$ cat config.mk
export PLATFORM = sky130hd
export DESIGN_NAME = imuv_regs
export DESIGN_NICKNAME = d
export VERILOG_FILES = /design/src/rtl/imuv_pkg.sv /design/src/rtl/imuv_regs.sv
export SDC_FILE = /design/constraint.sdc
export NUM_CORES = 1
export LEC_CHECK = 0
export BUFFER_PORTS_ARGS = -buffer_cell sky130_fd_sc_hd__buf_2
export CELL_PAD_IN_SITES_DETAIL_PLACEMENT = 0
export CELL_PAD_IN_SITES_GLOBAL_PLACEMENT = 1
export CORE_MARGIN = 2
export CORE_UTILIZATION = 24
export DETAILED_ROUTE_END_ITERATION = 7
export HOLD_SLACK_MARGIN = 0.03
export PLACE_DENSITY = 0.49
export SLEW_MARGIN = 20
export SYNTH_ARGS = -nofsm -noshare
export SYNTH_HDL_FRONTEND = slang
export SYNTH_SLANG_ARGS = --single-unit
$ cat constraint.sdc
create_clock -name core_clk -period 7.6 [get_ports core_clk]
set_input_delay 2.28 -clock core_clk [delete_from_list [all_inputs] [get_ports core_clk]]
set_output_delay 2.28 -clock core_clk [all_outputs]
set_load 0.05 [all_outputs]
$ cat src/rtl/imuv_pkg.sv
// Constants for the velocity-change and rate-offset register bank.
// Assumes a 25 MHz core clock and a 16-bit register port at byte offsets.
package imuv_pkg;
  localparam int          ADDR_W        = 8;
  localparam int          DATA_W        = 16;
  localparam int          WORD_W        = 32;
  localparam int          ACC_W         = 48;
  localparam int          CNT_W         = 16;
  localparam int          SYNC_W        = 3;

  // Register byte offsets
  localparam logic [7:0]  Y_VEL_LOW_OFS = 8'h34;
  localparam logic [7:0]  Y_VEL_HIGH_OFS = 8'h36;
  localparam logic [7:0]  Z_VEL_LOW_OFS = 8'h38;
  localparam logic [7:0]  Z_VEL_HIGH_OFS = 8'h3A;
  localparam logic [7:0]  X_RATE_LOW_OFS = 8'h40;
  localparam logic [7:0]  X_RATE_HIGH_OFS = 8'h42;
  localparam logic [7:0]  Y_RATE_LOW_OFS = 8'h44;
  localparam logic [7:0]  Y_RATE_HIGH_OFS = 8'h46;
  localparam logic [7:0]  DEC_SET_OFS   = 8'h64;
  localparam logic [7:0]  CHAIN_STAT_OFS = 8'h66;

  // Reset values and unmapped read value
  localparam logic [15:0] RATE_OFS_RST  = 16'h0000;
  localparam logic [15:0] DEC_SET_RST   = 16'h0000;
  localparam logic [15:0] UNMAPPED_VAL  = 16'h0000;

  // Chain status field positions
  localparam int          STAT_SRC_BIT  = 15;
  localparam int          STAT_CNT_MSB  = 14;

  // Velocity scaling: full scale 400 m/sec at code 0x8000 / 0x80000000
  localparam int          VEL_RANGE_MPS = 400;
  localparam logic [31:0] VEL_MAX_POS   = 32'h7FFFFFFF;
  localparam logic [31:0] VEL_MAX_NEG   = 32'h80000000;
  // Halving of the trapezoid pair sum (the 1/(2 fs) term, fs folded into input scale)
  localparam int          TRAP_SHIFT    = 1;

  // Sample timing
  localparam int          CORE_CLK_HZ   = 25_000_000;
  localparam int          SAMPLE_HZ     = 2000;
  localparam int          SAMPLE_DIV    = CORE_CLK_HZ / SAMPLE_HZ;
endpackage

$ cat src/rtl/imuv_regs.sv
// Velocity-change outputs, rate-offset correction and their register port.
// Assumes factory-corrected samples arrive on the core clock; the external
// sample strobe is asynchronous and is synchronised here.
//
// Strobed register access was decided locally.
`timescale 1ns/1ps

module imuv_regs #(
  parameter int SAMPLE_DIV = imuv_pkg::SAMPLE_DIV
) (
  input  wire logic        core_clk,        // 25 MHz core clock
  input  wire logic        rst_b,           // Async reset, active low
  input  wire logic [7:0]  reg_addr,        // Register byte address
  input  wire logic [15:0] reg_wdata,       // Register write data
  input  wire logic        reg_wr,          // Write strobe
  input  wire logic        reg_rd,          // Read strobe
  output logic      [15:0] reg_rdata,       // Read data, cycle after strobe
  input  wire logic        ext_sample_sel,  // High: external sample strobe
  input  wire logic        ext_sample,      // External sample pin
  input  wire logic [31:0] gyro_x_fact,     // Factory-corrected x rate
  input  wire logic [31:0] gyro_y_fact,     // Factory-corrected y rate
  input  wire logic [31:0] accel_y_fact,    // Factory-corrected y accel
  input  wire logic [31:0] accel_z_fact,    // Factory-corrected z accel
  output logic      [31:0] gyro_x_corr,     // Offset-corrected x rate
  output logic      [31:0] gyro_y_corr,     // Offset-corrected y rate
  output logic             sample_tick,     // One pulse per chain sample
  output logic             vel_update       // One pulse per velocity update
);

  localparam int NG = 2;
  localparam int NA = 2;
  localparam int DIV_W = $clog2(SAMPLE_DIV + 1);
  localparam logic [DIV_W-1:0] DIV_LAST = DIV_W'(SAMPLE_DIV - 1);

  // Sample rate divider and external strobe

  logic [DIV_W-1:0]  div_cnt_r;
  logic              int_tick;
  logic [2:0]        ext_sync_r;
  logic              ext_level_r;
  logic              ext_tick;
  logic [2:0]        sel_sync_r;
  logic              sel_level_r;
  logic              sel_chg;
  logic              tick;

  always_ff @(posedge core_clk or negedge rst_b) begin
    if (!rst_b) begin
      div_cnt_r <= '0;
    end else if (sel_chg || div_cnt_r == DIV_LAST) begin
      div_cnt_r <= '0;
    end else begin
      div_cnt_r <= div_cnt_r + DIV_W'(1);
    end
  end

  assign int_tick = (div_cnt_r == DIV_LAST);

  always_ff @(posedge core_clk or negedge rst_b) begin
    if (!rst_b) begin
      ext_sync_r <= 3'h0;
    end else begin
      ext_sync_r <= {ext_sync_r[1:0], ext_sample};
    end
  end

  // Level accepted only when stages two and three agree
  always_ff @(posedge core_clk or negedge rst_b) begin
    if (!rst_b) begin
      ext_level_r <= 1'b0;
    end else if (ext_sync_r[1] == ext_sync_r[2]) begin
      ext_level_r <= ext_sync_r[2];
    end
  end

  assign ext_tick = (ext_sync_r[1] == ext_sync_r[2]) && ext_sync_r[2] && !ext_level_r;

  // Source select is a pin as well, filtered the same way
  always_ff @(posedge core_clk or negedge rst_b) begin
    if (!rst_b) begin
      sel_sync_r <= 3'h0;
    end else begin
      sel_sync_r <= {sel_sync_r[1:0], ext_sample_sel};
    end
  end

  always_ff @(posedge core_clk or negedge rst_b) begin
    if (!rst_b) begin
      sel_level_r <= 1'b0;
    end else if (sel_sync_r[1] == sel_sync_r[2]) begin
      sel_level_r <= sel_sync_r[2];
    end
  end

  // Restarting the divider on a source switch avoids one short period
  assign sel_chg = (sel_sync_r[1] == sel_sync_r[2]) && (sel_sync_r[2] != sel_level_r);

  // Unsynchronised select never reaches the chain; a glitch could split a tick
  assign tick     = sel_level_r ? ext_tick : int_tick;

  // Register storage

  logic [15:0] rate_low_r  [NG];
  logic [15:0] rate_high_r [NG];
  logic [15:0] dec_set_r;
  logic [31:0] vel_r       [NA];
  logic [15:0] vel_hold_r  [NA];
  logic [15:0] dec_cnt_r;

  // Gyro offset words and correction
  genvar g;
  generate
    for (g = 0; g < NG; g++) begin : g_gyro
      localparam logic [7:0] LOW_OFS  = (g == 0) ? imuv_pkg::X_RATE_LOW_OFS
                                                 : imuv_pkg::Y_RATE_LOW_OFS;
      localparam logic [7:0] HIGH_OFS = (g == 0) ? imuv_pkg::X_RATE_HIGH_OFS
                                                 : imuv_pkg::Y_RATE_HIGH_OFS;
      logic [31:0] fact;
      logic [31:0] ofs;
      logic [32:0] sum;
      logic [31:0] sat;

      assign fact = (g == 0) ? gyro_x_fact : gyro_y_fact;
      assign ofs  = {rate_high_r[g], rate_low_r[g]};

      always_ff @(posedge core_clk or negedge rst_b) begin
        if (!rst_b) begin
          rate_low_r[g] <= imuv_pkg::RATE_OFS_RST;
        end else if (reg_wr && reg_addr == LOW_OFS) begin
          rate_low_r[g] <= reg_wdata;
        end
      end

      always_ff @(posedge core_clk or negedge rst_b) begin
        if (!rst_b) begin
          rate_high_r[g] <= imuv_pkg::RATE_OFS_RST;
        end else if (reg_wr && reg_addr == HIGH_OFS) begin
          rate_high_r[g] <= reg_wdata;
        end
      end

      // Offset sits directly behind the factory stage
      assign sum = {fact[31], fact} + {ofs[31], ofs};
      assign sat = (sum[32] != sum[31]) ?
                   (sum[32] ? imuv_pkg::VEL_MAX_NEG : imuv_pkg::VEL_MAX_POS) :
                   sum[31:0];

      // One process per output, so each output has a single driver
      if (g == 0) begin : g_x
        always_ff @(posedge core_clk or negedge rst_b) begin
          if (!rst_b) begin
            gyro_x_corr <= 32'h00000000;
          end else if (tick) begin
            gyro_x_corr <= sat;
          end
        end
      end else begin : g_y
        always_ff @(posedge core_clk or negedge rst_b) begin
          if (!rst_b) begin
            gyro_y_corr <= 32'h00000000;
          end else if (tick) begin
            gyro_y_corr <= sat;
          end
        end
      end
    end
  endgenerate

  // Decimation setting and interval counter

  logic dec_end;

  always_ff @(posedge core_clk or negedge rst_b) begin
    if (!rst_b) begin
      dec_set_r <= imuv_pkg::DEC_SET_RST;
    end else if (reg_wr && reg_addr == imuv_pkg::DEC_SET_OFS) begin
      dec_set_r <= reg_wdata;
    end
  end

  assign dec_end = (dec_cnt_r >= dec_set_r);

  always_ff @(posedge core_clk or negedge rst_b) begin
    if (!rst_b) begin
      dec_cnt_r <= '0;
    end else if (tick) begin
      dec_cnt_r <= dec_end ? 16'h0000 : dec_cnt_r + 16'h0001;
    end
  end

  // Velocity-change integration per accel axis
  genvar a;
  generate
    for (a = 0; a < NA; a++) begin : g_vel
      localparam logic [7:0] LOW_OFS = (a == 0) ? imuv_pkg::Y_VEL_LOW_OFS
                                                : imuv_pkg::Z_VEL_LOW_OFS;
      logic [31:0]                   cur;
      logic [31:0]                   prev_r;
      logic [imuv_pkg::ACC_W-1:0]    acc_r;
      logic [imuv_pkg::ACC_W-1:0]    pair;
      logic [imuv_pkg::ACC_W-1:0]    total;
      logic [imuv_pkg::ACC_W-1:0]    scaled;
      logic [31:0]                   sat;

      assign cur    = (a == 0) ? accel_y_fact : accel_z_fact;
      assign pair   = imuv_pkg::ACC_W'($signed(cur)) + imuv_pkg::ACC_W'($signed(prev_r));
      assign total  = acc_r + pair;
      assign scaled = $signed(total) >>> imuv_pkg::TRAP_SHIFT;
      // Clip at the 32-bit limits so -400 m/sec stays 0x80000000
      assign sat = ($signed(scaled) > $signed({16'h0000, imuv_pkg::VEL_MAX_POS})) ?
                   imuv_pkg::VEL_MAX_POS :
                   ($signed(scaled) < $signed({16'hFFFF, imuv_pkg::VEL_MAX_NEG})) ?
                   imuv_pkg::VEL_MAX_NEG : scaled[31:0];

      always_ff @(posedge core_clk or negedge rst_b) begin
        if (!rst_b) begin
          prev_r <= 32'h00000000;
        end else if (tick) begin
          prev_r <= cur;
        end
      end

      // Cleared as the interval closes; the closing pair goes to the output
      // through total, so no sample is lost across the boundary
      always_ff @(posedge core_clk or negedge rst_b) begin
        if (!rst_b) begin
          acc_r <= '0;
        end else if (tick) begin
          acc_r <= dec_end ? '0 : total;
        end
      end

      // Both halves come from one 32-bit register
      always_ff @(posedge core_clk or negedge rst_b) begin
        if (!rst_b) begin
          vel_r[a] <= 32'h00000000;
        end else if (tick && dec_end) begin
          vel_r[a] <= sat;
        end
      end

      // Reading the low word freezes the matching high word
      always_ff @(posedge core_clk or negedge rst_b) begin
        if (!rst_b) begin
          vel_hold_r[a] <= 16'h0000;
        end else if (reg_rd && reg_addr == LOW_OFS) begin
          vel_hold_r[a] <= vel_r[a][31:16];
        end
      end
    end
  endgenerate

  // Status pulses

  always_ff @(posedge core_clk or negedge rst_b) begin
    if (!rst_b) begin
      sample_tick <= 1'b0;
    end else begin
      sample_tick <= tick;
    end
  end

  always_ff @(posedge core_clk or negedge rst_b) begin
    if (!rst_b) begin
      vel_update <= 1'b0;
    end else begin
      vel_update <= tick && dec_end;
    end
  end

  // Status word built from the package field positions
  logic [15:0] stat_word;

  always_comb begin
    stat_word = 16'h0000;
    stat_word[imuv_pkg::STAT_SRC_BIT] = sel_level_r;
    stat_word[imuv_pkg::STAT_CNT_MSB:0] = dec_cnt_r[imuv_pkg::STAT_CNT_MSB:0];
  end

  // Read mux; factory terms have no address at all
  logic [15:0] rd_nxt;

  always_comb begin
    rd_nxt = imuv_pkg::UNMAPPED_VAL;
    case (reg_addr)
      imuv_pkg::Y_VEL_LOW_OFS:   rd_nxt = vel_r[0][15:0];
      imuv_pkg::Y_VEL_HIGH_OFS:  rd_nxt = vel_hold_r[0];
      imuv_pkg::Z_VEL_LOW_OFS:   rd_nxt = vel_r[1][15:0];
      imuv_pkg::Z_VEL_HIGH_OFS:  rd_nxt = vel_hold_r[1];
      imuv_pkg::X_RATE_LOW_OFS:  rd_nxt = rate_low_r[0];
      imuv_pkg::X_RATE_HIGH_OFS: rd_nxt = rate_high_r[0];
      imuv_pkg::Y_RATE_LOW_OFS:  rd_nxt = rate_low_r[1];
      imuv_pkg::Y_RATE_HIGH_OFS: rd_nxt = rate_high_r[1];
      imuv_pkg::DEC_SET_OFS:     rd_nxt = dec_set_r;
      imuv_pkg::CHAIN_STAT_OFS:  rd_nxt = stat_word;
      default:                   rd_nxt = imuv_pkg::UNMAPPED_VAL;
    endcase
  end

  always_ff @(posedge core_clk or negedge rst_b) begin
    if (!rst_b) begin
      reg_rdata <= 16'h0000;
    end else if (reg_rd) begin
      reg_rdata <= rd_nxt;
    end else begin
      reg_rdata <= 16'h0000;
    end
  end

endmodule

---- After elaboration in Yosys (flattened, before gate mapping) ----
Index checks and enable logic that the tools add are counted.
storage, ports and cells
  register bits ........................... 456
  bits in latches ......................... 0
  bits in writable memories ............... 0
  ROM bits ................................ 0
  memories ................................ 0
operators by class
  $add $sub $neg .......................... 8
  multipliers ............................. 0
  divide/modulo/power cells ............... 0
  order comparisons ....................... 5
  equality and inequality tests ........... 16
  shifts and indexed selects .............. 0
  muxes and demuxes ....................... 15
  bitwise gates (word level) .............. 0
  reduce and logical (&&, ||, !) cells .... 13
operator list
  cell                                                              number
  two-way mux 32 bit                                                8
  case mux 16 bit (10 select lines)                                 1
  adder 32 x 32 -> 33 bit                                           4
  adder 48 bit                                                      2
  two-way mux 48 bit                                                2
  greater-than comparator 47 x 32 -> 1 bit (second input constant)  2
  less-than comparator 47 x 32 -> 1 bit (second input constant)     2
  == test 8 x 7 -> 1 bit (second input constant)                    6
  == test 8 x 6 -> 1 bit (second input constant)                    4
  two-way mux 16 bit                                                2
  adder 16 x 1 -> 16 bit (second input constant)                    1
  >= comparator 16 bit                                              1
  adder 14 x 1 -> 14 bit (second input constant)                    1
  == test 14 bit (second input constant)                            1
  two-way mux 14 bit                                                1
  logical AND 1 bit                                                 11
  inequality test 1 bit                                             3
  == test 1 bit                                                     2
  zero test 1 bit                                                   1
  logical OR 1 bit                                                  1
  two-way mux 1 bit                                                 1

---- Logic depth before layout (Yosys ltp) ----
Gate-level depths: netlist of the first run.
  word-level depth ........................ 5
  mapped depth ............................ 28

---- Least setup slack after synthesis of the first run ----
Ideal clock, no wire load.
  path type ............................... input port to flip-flop
  start point ............................. input accel_z_fact[0]
  end point ............................... register vel_r[11] in the netlist's numbering
  arrival time ............................ 7551 ps
  path slack .............................. -77 ps
  stages .................................. 28
  cell sequence ........................... ha_1 inv_1 fa_1 nor2b_1 o31a_1 o21ba_1 o21ai_1 a211oi_1 o2111a_1 o31ai_1 nand2b_1 a221oi_1 xnor2_1 ha_1 buf_2 and3_1 a22o_1 o31a_1 or4_1 o2111a_1 o311ai_1 nand3_1 nor4b_1 nand4_1 a21boi_4 buf_6 buf_6 o32a_1
on the way
  word-level cells in the longest chain between the ends .. 5
  elaborated cells on any way between the ends .. 6
  classes of those cells .................. add/sub (2); order compare (2); mux (2)
ends and longest elaborated chain
  element                                line              RTL
  start, declared                        imuv_regs.sv:23   input wire logic [31:0] accel_z_fact,
  adder 32 x 32 -> 33 bit *              imuv_regs.sv:206  assign pair = imuv_pkg::ACC_W'($signed(cur)) + imuv_pkg::ACC_W'($signed(prev_r));
  adder 48 bit *                         imuv_regs.sv:207  assign total = acc_r + pair;
  less-than comparator 47 x 32 -> 1 bit  imuv_regs.sv:212  ($signed(scaled) < $signed({16'hFFFF, imuv_pkg::VEL_MAX_NEG})) ?
  two-way mux 32 bit                     imuv_regs.sv:212
  two-way mux 32 bit *                   imuv_regs.sv:210  assign sat = ($signed(scaled) > $signed({16'h0000, imuv_pkg::VEL_MAX_POS})) ?
  end signal, assigned by index          imuv_regs.sv:238  vel_r[a] <= sat;
  end, declared                          imuv_regs.sv:106  logic [31:0] vel_r [NA];
Mark *: on every way between the ends. The rest lies on a longest branch, timed or not.
A chain may end at the register's enable or synchronous reset.

---- Worst setup path in the final report of the first run ----
Ends and elaborated chain as after synthesis.

==> results of run 1 <==
-- placed cells by master, fill, tap and decap left out, types with 23 or more instances in the layout --
cell,netlist,layout
xnor2_1,126,123
nand4_1,39,39
buf_4,0,544
and3_1,43,41
a21o_1,102,102
xor2_1,68,66
clkbuf_16,0,63
nand2_1,540,537
o21ai_1,15,26
o32a_1,25,25
o31ai_1,61,58
inv_1,85,81
nor3_1,68,62
o211ai_1,24,24
ha_1,241,235
nand3_1,53,53
o22ai_1,32,32
a221oi_1,28,23
and2_1,24,24
a22oi_1,51,51
dfrtp_1,456,456
mux2_2,113,113
o21a_1,37,36
buf_2,20,237
o21ai_0,243,229
o21bai_1,37,37
a22o_1,34,33
a31oi_1,31,29
a21oi_1,258,248
nor2_1,244,239
nand2b_1,34,34
-- kinds of logic after synthesis --
kind of cell | after synthesis | synth area share (%)
mux | 117 | 4.15
xor+xnor | 195 | 5.46
simple gates | 1172 | 17.0
buf+inv | 235 | 2.99
fa+ha+maj | 258 | 10.3
flops | 456 | 36.1
compound gates | 1143 | 24.1
-- power breakdown --
part           leakage [nW]  total [mW]  switching (mW)  internal, mW
Combinational          12.8        13.3            7.34          5.92
Clock                  1.14        3.35            1.24          2.11
Sequential             5.75        3.58           0.501          3.08
-- metrics by stage --
| stage | cells | total power [mW] |
|---|---|---|
| 2_1_floorplan | 3576 | 10.5 |
| 3_3_place_gp | 5966 | 16.6 |
| 3_5_place_dp | 5967 | 16.6 |
| 4_1_cts | 6081 | 20.1 |
| 5_1_grt | 6096 | 21.8 |
| 6_report | 6098 | 20.2 |
-- flip-flops by register name (all words and copies together), names as in the netlist, 32 cells and up --
register      count
vel_r            64
g_vel.prev_r     64
gyro_y_corr      32
g_vel.acc_r      96
gyro_x_corr      32
vel_hold_r       32
g_gyro.ofs       64
-- cell type report --
cell class | count | share of cell area (%)
multi-input combinational | 2888 | 47.6
sequential | 456 | 27.4
timing repair buffer | 799 | 13.4
tap | 1755 | 5.27
clock buffer | 78 | 4.06
clock inverter | 35 | 1.48
inverter | 85 | 0.784
antenna | 2 | 0.0120
-- worst paths after layout --
check,from,to,slack (ns),depth (start not counted)
worst max-delay path,accel_z_fact[0],vel_r[11],0.14,28
worst min-delay path,ext_sync_r[0],ext_sync_r[1],0.35,0
worst max register to register,g_vel[1].prev_r[0],vel_r[11],1.43,27
worst min register to register,ext_sync_r[0],ext_sync_r[1],0.35,0
max in group asynchronous,rst_b,gyro_x_corr[26],4.57,2
min in group asynchronous,rst_b,g_vel[1].prev_r[7],1.54,1
-- timing repair --
item / CTS / global route
gates cloned: 1 / 6
endpoints found under the setup margin: 31 / 65
pin swaps: 1 / 66
gates resized for setup: 7 / 104
buffers inserted: 0 / 9
-- critical path, stage by stage --
cell and delay [ns]:
buf_6 0.10, ha_4 0.16, inv_4 0.05, fa_2 0.20
nor2b_2 0.05, o31a_1 0.33, o21ba_4 0.23, o21ai_4 0.18
a211oi_4 0.10, o2111a_1 0.29, o31ai_2 0.24, nand2b_1 0.13
a221oi_2 0.30, xnor2_1 0.17, ha_2 0.34, buf_6 0.13
and3_4 0.16, a22o_4 0.24, o31a_1 0.27, or4_4 0.48
o2111a_1 0.14, o311ai_2 0.09, nand3_1 0.14, nor4b_2 0.32
nand4_1 0.18, buf_6 0.17, a21boi_4 0.17, o32a_1 0.36
-- layer usage --
layer  track usage [%]  up-vias
met3              2.09      120
met4              3.74        0
met2              26.3      429
met5                 0        -
met1              24.8    14000
li1                  -    14600
==> out/results.tsv, run 1 <==
metric	value	unit
final hold violation count	0	
fin crit period	7.46	ns
Max transition margin	30.4	%
IO Port Bufs	239	
setup_tns	0	ns
WP data arrival	8.00	ns
Post-synth EDFFs	0	
TritonRoute pass-1 iters	5	
highest metal used	met4	
Distinct cells, synth	100	
antenna violations before repair	1	
GRT overflow	0	
post-synth net total	3981	
drt wl/cell	19.1	µm
Area growth syn-to-layout	31.7	%
Starting Density	24.1	%
fraction of registers with async set/reset	100	%
Die H	367	µm
clk sinks	456	
Detailed Route Iter0 Violations	1799	
Fmax	134	MHz
most numerous cell in the Yosys netlist	nand2_1	
Hold Slack	0.354	ns
global-route wire length before repair	180000	µm
clock slew at reported path FFs	0.06	ns
fin area	41600	µm²
Core Box Area	131000	µm²
register bit count reported by yosys	456	
multi-input logic area	19800	µm²
Setup violations, final	0	
maximum VDD drop	228	µV
Synth top area share	36.1	%
startpoint types	primary input	
worst skew pair latency	0.68	ns
layout net count	4695	
GRT Util Overall	16.9	%
DR DRC count	0	
share of layout cells above drive strength 1	26.8	%
area leader, netlist	dfrtp_1	
metal2 WL	51500	µm
crit share post-route	98.1	%
ys flop type	dfrtp_1	
CTS Buf Count	60	
Vias	29100	
Leak	19.7	nW
RSZ-0062 raised after global routing	true	
Detail Route Antenna Nets	0	
worst-margin pin slew	1.04	ns
required time of the critical path	8.15	ns
status	finished clean	
Synth Area per Inst	8.84	µm²
Final WS setup	0.145	ns
YS warnings	0	
placed cell area	38600	µm²
Post-Synthesis Cell Area	31600	µm²
met3 wire length	3700	µm
vias in the first global route	28900	
Rows	133	
vias per cell	4.78	
DP HPWL	89400	µm
final WL	116000	µm
largest net degree at the start of global routing	164	
synth top area cells	dfrtp_1 (36%), ha_1 (9.5%), nand2_1 (6.4%), a21oi_1 (4.1%), mux2_2 (4.0%)	
pre-CTS setup slack	-1.21	ns
die width	367	µm
Critical Path Sink Type	flop	
final core occ	31.8	%
clock buffer depth	3	
Syn Inst Count	3576	
hold buffers post-CTS	0	
Placer Congestion	0.844	
Die Area	135000	µm²
critical path class	in2reg	
Max Clock Skew	0.0273	ns
fill count	14000	
FF/Latch Area	11400	µm²
Slew Limit Fails	0	
M1 WL	58900	µm
PD cells	485	nW/µm²
CTS tree	done	
# IOs	240	
clock root cell	clkbuf_16	
H-tree lvl count	2	
CP Max Fanout	7	
Hold WC Path Type	reg2reg	
sequential share of the synthesized area	36.1	%
synth cell count leaders	nand2_1 (540), dfrtp_1 (456), a21oi_1 (258), nor2_1 (244), o21ai_0 (243)	
max-cap viol count	0	
Note: power is estimated with default switching activity, not from simulation.
==> inputs of run 2 (changes only) <==
--- a/config.mk
+++ b/config.mk
@@ -9,10 +9,10 @@
 export CELL_PAD_IN_SITES_DETAIL_PLACEMENT = 0
 export CELL_PAD_IN_SITES_GLOBAL_PLACEMENT = 1
 export CORE_MARGIN = 2
-export CORE_UTILIZATION = 24
+export CORE_UTILIZATION = 47
 export DETAILED_ROUTE_END_ITERATION = 7
 export HOLD_SLACK_MARGIN = 0.03
-export PLACE_DENSITY = 0.49
+export PLACE_DENSITY = 0.83
 export SLEW_MARGIN = 20
 export SYNTH_ARGS = -nofsm -noshare
 export SYNTH_HDL_FRONTEND = slang
==> run 2 against run 1 <==
  * Clock skew grew 0.0061 ns
  * Setup slack gained 0.030 ns
  * Total power shrank 8.0%
  * Routed wire length shrank 16%
  * Critical endpoint is now vel_r[3]
==> out/results.tsv, run 2 (synthesized netlist as in run 1, its figures left out) <==
metric	value	unit	change
status	finished clean		
max-cap viol count	0		unchanged
WP data arrival	7.91	ns	-0.09 ns
H-tree lvl count	2		unchanged
antenna violations before repair	11		+10
CTS tree	done		
hold buffers post-CTS	0		unchanged
Max transition margin	35.8	%	+5.3 points
final core occ	58.8	%	+27 points
vias per cell	5.82		+22%
worst skew pair latency	0.63	ns	-0.05 ns
CTS Buf Count	55		-8.3%
global-route wire length before repair	154000	µm	-14%
vias in the first global route	27900		-3.5%
Leak	18.9	nW	-4.0%
Rows	95		-29%
Fmax	135	MHz	+0.40%
drt wl/cell	19.2	µm	+0.74%
fin crit period	7.43	ns	-0.0298 ns
Critical Path Sink Type	flop		
fin area	39300	µm²	-5.5%
Slew Limit Fails	0		unchanged
critical path class	in2reg		
final hold violation count	0		unchanged
final WL	97900	µm	-16%
clk sinks	456		unchanged
RSZ-0062 raised after global routing	true		
fill count	6104		-57%
DR DRC count	0		unchanged
Max Clock Skew	0.0334	ns	+0.00614 ns
startpoint types	primary input		
DP HPWL	74200	µm	-17%
maximum VDD drop	279	µV	+23%
setup slack, reg-to-reg	1.52	ns	+0.09 ns
clock buffer depth	3		unchanged
clock root cell	clkbuf_16		
Biggest register	g_vel.acc_r		
Starting Density	47.2	%	+23 points
Detail Route Antenna Nets	0		unchanged
required time of the critical path	8.09	ns	-0.06 ns
GRT Util Overall	27.4	%	+10 points
clock slew at reported path FFs	0.06	ns	about the same
Hold WC Path Type	reg2reg		
placed cell area	36600	µm²	-5.3%
GRT overflow	0		unchanged
Crit-path slowest cell	or4_1		
share of layout cells above drive strength 1	24.5	%	-2.3 points
Largest stage delay, worst path	0.47	ns	about the same
Detailed Route Iter0 Violations	2423		+35%
IO Port Bufs	239		unchanged
largest net degree at the start of global routing	155		-5.5%
# IOs	240		unchanged
Vias	29600		+1.7%
TritonRoute pass-1 iters	5		unchanged
layout net count	4563		-2.8%
Setup violations, final	0		unchanged
Die Area	69400	µm²	-48%
most frequent cells in the layout	nand2_1 (539), dfrtp_1 (456), buf_4 (422)		
commonest non-fill, non-tap cell in the layout	nand2_1		
max FFs per register	96		unchanged
Core Box Area	66900	µm²	-49%
crit share post-route	97.7	%	-0.39 points
Hold Slack	0.346	ns	-0.00732 ns
Die H	263	µm	-28%
CP Max Fanout	7		unchanged
PD cells	472	nW/µm²	-2.6%
die width	263	µm	-28%
Area growth syn-to-layout	24.4	%	
Placer Congestion	0.985		+17%
worst-margin pin slew	0.964	ns	-0.0750 ns
setup_tns	0	ns	unchanged
## run 2: changes by cell type in the layout (fill, tap and decap cells not counted), moves of 4 or more
cell / delta
nor3_2: +4
clkbuf_16: -4
o21ai_1: -7
nor3_1: -5
bufinv_16: -9
clkbuf_8: +5
buf_4: -122
o21ai_0: +4
buf_6: -4
diode_2: +8
## run 2: stage by stage
step	total power, mW	instances	setup slack [ns]
3_5_place_dp	15.1	4960	-0.680
4_1_cts	18.1	5062	0.0179
2_1_floorplan	10.5	3576	0.00141
6_report	18.6	5085	0.175
5_1_grt	19.9	5083	-0.199
3_3_place_gp	15.0	4960	-0.593
## run 2: power breakdown
part / switching (mW) / total [mW] / internal, mW / leakage [nW]
combinational: 6.82 / 12.1 / 5.29 / 12.2
clock: 1.12 / 2.87 / 1.75 / 0.980
sequential: 0.505 / 3.58 / 3.08 / 5.75
total: 8.45 / 18.6 / 10.1 / 18.9
## run 2: repair_timing
action / 4_1_cts / 5_1_grt
buffers inserted: 0 / 9
setup endpoints to repair: 58 / 64
resized for setup: 2 / 105
pin swaps: 1 / 83
gates cloned: 1 / 4
## run 2: path summary, 6_finish.rpt
path / startpoint / to / cells past startpoint
min reg2reg: ext_sync_r[0] / ext_sync_r[1] / 0
max: accel_z_fact[0] / vel_r[3] / 28
max reg2reg: g_vel[1].prev_r[0] / vel_r[3] / 27
min: ext_sync_r[0] / ext_sync_r[1] / 0
min in group asynchronous: rst_b / gyro_y_corr[28] / 1
max in group asynchronous: rst_b / g_vel[0].acc_r[6] / 2
## run 2: area by class of cell
cell class / instances / area [µm²] / area share, %
inverter: 85 / 322 / 0.817
antenna: 10 / 25.0 / 0.0636
multi-input combinational: 2886 / 19900 / 50.5
sequential: 456 / 11400 / 29.0
tap: 873 / 1090 / 2.78
clock buffer: 77 / 1650 / 4.20
timing repair buffer: 674 / 4620 / 11.8
clock inverter: 24 / 343 / 0.872
## run 2: worst max-delay path, delay by kind of cell
kind | cells | cell delay [ns]
AOI/OAI and AO/OA | 13 | 2.84
adders and majority gates | 3 | 0.73
buffers and inverters | 4 | 0.54
xor gates and xnor gates | 1 | 0.11
and+or+nand+nor | 7 | 1.38
## run 2: metal layers
metal / vias up / track usage (%) / wire length, µm
met5: - / 0 / 27
met4: 4 / 7.91 / 2550
met3: 142 / 3.18 / 5550
met2: 855 / 43.3 / 44400
met1: 14300 / 39.6 / 45400
li1: 14300 / - / -
==> inputs of run 3 (changes only) <==
--- a/config.mk
+++ b/config.mk
@@ -9,10 +9,10 @@
 export CELL_PAD_IN_SITES_DETAIL_PLACEMENT = 0
 export CELL_PAD_IN_SITES_GLOBAL_PLACEMENT = 1
 export CORE_MARGIN = 2
-export CORE_UTILIZATION = 47
+export CORE_UTILIZATION = 51
 export DETAILED_ROUTE_END_ITERATION = 7
 export HOLD_SLACK_MARGIN = 0.03
-export PLACE_DENSITY = 0.83
+export PLACE_DENSITY = 0.89
 export SLEW_MARGIN = 20
 export SYNTH_ARGS = -nofsm -noshare
 export SYNTH_HDL_FRONTEND = slang
==> constraint.sdc (replaced) <==
create_clock -name core_clk -period 8.8 [get_ports core_clk]
set_input_delay 2.64 -clock core_clk [delete_from_list [all_inputs] [get_ports core_clk]]
set_output_delay 2.64 -clock core_clk [all_outputs]
set_load 0.05 [all_outputs]
==> run 3 against run 2 <==
  * Routed wire length shrank 7.8%
  * Clock skew shrank 0.0039 ns
  * Non-clock buffer count fell by 374
  * Global-route usage grew 0.43 points
  * Hold slack gained 0.0069 ns
  * Sequential power fell by 14%
  * Flip-flop and latch count unchanged
==> out/results.tsv, run 3 (synthesized netlist as in run 1, its figures left out) <==
metric	value	unit	change
status	finished clean		
WP data arrival	8.75	ns	+0.84 ns
worst reg2reg path depth	25		-7.4%
Setup Buffers After CTS	0		unchanged
H-tree lvl count	2		unchanged
setup_tns	0	ns	unchanged
DR DRC count	0		unchanged
worst r2r dst	vel_r[24]		
Finished Layout Cells	4621		-9.1%
max-cap viol count	0		unchanged
pre-CTS setup slack	0.0314	ns	+0.712 ns
Detail Route Antenna Nets	0		unchanged
Slew Limit Fails	0		unchanged
startpoint types	primary input		
largest net degree at the start of global routing	183		+18%
Max Clock Skew	0.0295	ns	-0.00386 ns
worst-margin pin slew	1.05	ns	+0.0829 ns
Fmax	122	MHz	
hold buffers post-CTS	0		unchanged
final hold violation count	0		unchanged
Vias	27900		-5.9%
critical path class	in2reg		
clock root cell	clkbuf_16		
worst skew pair latency	0.63	ns	about the same
placed instance count	4515		-9.0%
maximum VDD drop	213	µV	-24%
Biggest register	g_vel.acc_r		
Core Box Area	61500	µm²	-8.1%
fill count	5566		-8.8%
antenna violations before repair	10		-1
IO Port Bufs	239		unchanged
highest metal used	met5		
layout net count	4185		-8.3%
vias in the first global route	26300		-5.7%
setup slack, reg-to-reg	2.33	ns	+0.81 ns
Hold WC Path Type	reg2reg		
reg-to-reg startpoint	g_vel[1].prev_r[1]		
vias per cell	6.03		+3.6%
CP endpoint	vel_r[24]		
DP HPWL	67800	µm	-8.6%
Rows	91		-4.2%
Leak	16.8	nW	-11%
metal2 WL	40000	µm	-9.9%
Max transition margin	29.8	%	-6.0 points
Setup violations, final	0		unchanged
Starting Density	51.4	%	+4.2 points
M1 WL	41000	µm	-9.6%
GRT overflow	0		unchanged
required time of the critical path	9.34	ns	+1.25 ns
CTS tree	done		
Area growth syn-to-layout	12.6	%	
drt wl/cell	19.5	µm	+1.4%
Die H	253	µm	-3.9%
CTS Buf Count	52		-5.5%
clock buffer depth	3		unchanged
fin crit period	8.21	ns	
final WL	90200	µm	-7.8%
TritonRoute pass-1 iters	7		+2
GRT Util Overall	27.8	%	+0.43 points
met3 wire length	6410	µm	+15%
most frequent cells in the layout	nand2_1 (540), dfrtp_1 (456), a21oi_1 (257)		
crit share post-route	93.3	%	
Pwr Total	13.8	mW	-26%
Placer Congestion	0.952		-3.3%
Detailed Route Iter0 Violations	2244		-7.4%
clock slew at reported path FFs	0.06	ns	about the same
RSZ-0062 raised after global routing	false		
Die Area	64000	µm²	-7.7%
share of layout cells above drive strength 1	15.1	%	-9.4 points
PostCTS Resize Cnt	0		-2
Final WS setup	0.592	ns	+0.417 ns
clk sinks	456		unchanged
die width	253	µm	-3.9%
CP Max Fanout	29		+22
Critical Path Sink Type	flop		
PD cells	388	nW/µm²	-18%
worst setup path start	accel_z_fact[1]		
global-route wire length before repair	143000	µm	-7.1%
max FFs per register	96		unchanged
commonest non-fill, non-tap cell in the layout	nand2_1		
# IOs	240		unchanged
-- run 3: cell types whose count changed in the layout (fill, tap and decap cells not counted), sizes merged --
cell	change
bufinv	+1
clkinvlp	+6
inv	+1
clkbuf	-18
buf	-371
a21boi	-1
diode	-2
clkinv	+3
-- run 3: cell type report --
cell class / count / area [µm²] / area share (%)
timing repair buffer: 300 / 1710 / 4.81
clock buffer: 62 / 1400 / 3.93
sequential: 456 / 11400 / 32.1
inverter: 85 / 322 / 0.903
multi-input combinational: 2885 / 19300 / 54.2
clock inverter: 35 / 438 / 1.23
tap: 790 / 988 / 2.78
antenna: 8 / 20.0 / 0.0562
-- run 3: worst max-delay path: stages --
cell and delay [ns]:
buf_2 0.11, ha_1 0.28, a21o_1 0.15, a21oi_1 0.20, o21bai_1 0.12, a21oi_1 0.30
nor3_1 0.17, o21ai_0 0.30, a31oi_1 0.18, a221oi_1 0.30, buf_4 0.18, o21ai_0 0.09
a21oi_1 0.18, xnor2_1 0.09, ha_1 0.44, nand4_2 0.28, nor4_4 0.32, a221o_1 0.21
or2b_4 0.16, nor3_1 0.04, a2111oi_0 0.51, o211ai_1 0.22, and4_1 0.23, nand4_1 0.09
a21boi_4 0.66, o32a_1 0.29
-- run 3: through the flow --
step | cell area, µm² | util, % | hold slack, ns
3_5_place_dp | 33700 | 54.8 | 0.342
6_report | 35600 | 57.9 | 0.353
4_1_cts | 35600 | 57.8 | 0.356
2_1_floorplan | 31600 | - | 0.331
3_3_place_gp | 33700 | 54.8 | 0.334
5_1_grt | 35600 | 57.9 | 0.366
-- run 3: power breakdown --
group          total (mW)  internal, mW  switching (mW)
registers            3.08          2.66           0.423
clock network        2.33          1.38           0.953
logic                8.39          3.07            5.32
total                13.8          7.11            6.70
-- run 3: per-layer routing --
| metal | track usage (%) | vias up |
|---|---|---|
| met4 | 9.26 | 2 |
| li1 | - | 13600 |
| met5 | 0 | - |
| met2 | 42.9 | 854 |
| met3 | 5.46 | 159 |
| met1 | 39.2 | 13300 |
-- run 3: worst min-delay path by stage --
stage                              from            end  slack, ns  cells past startpoint
final                     ext_sync_r[0]  ext_sync_r[1]       0.35                      0
after global placement    ext_sync_r[0]  ext_sync_r[1]       0.33                      0
after global routing      ext_sync_r[0]  ext_sync_r[1]       0.37                      0
after CTS                 ext_sync_r[0]  ext_sync_r[1]       0.36                      0
after detailed placement  sel_sync_r[0]  sel_sync_r[1]       0.34                      0
after floorplan           ext_sync_r[0]  ext_sync_r[1]       0.33                      0
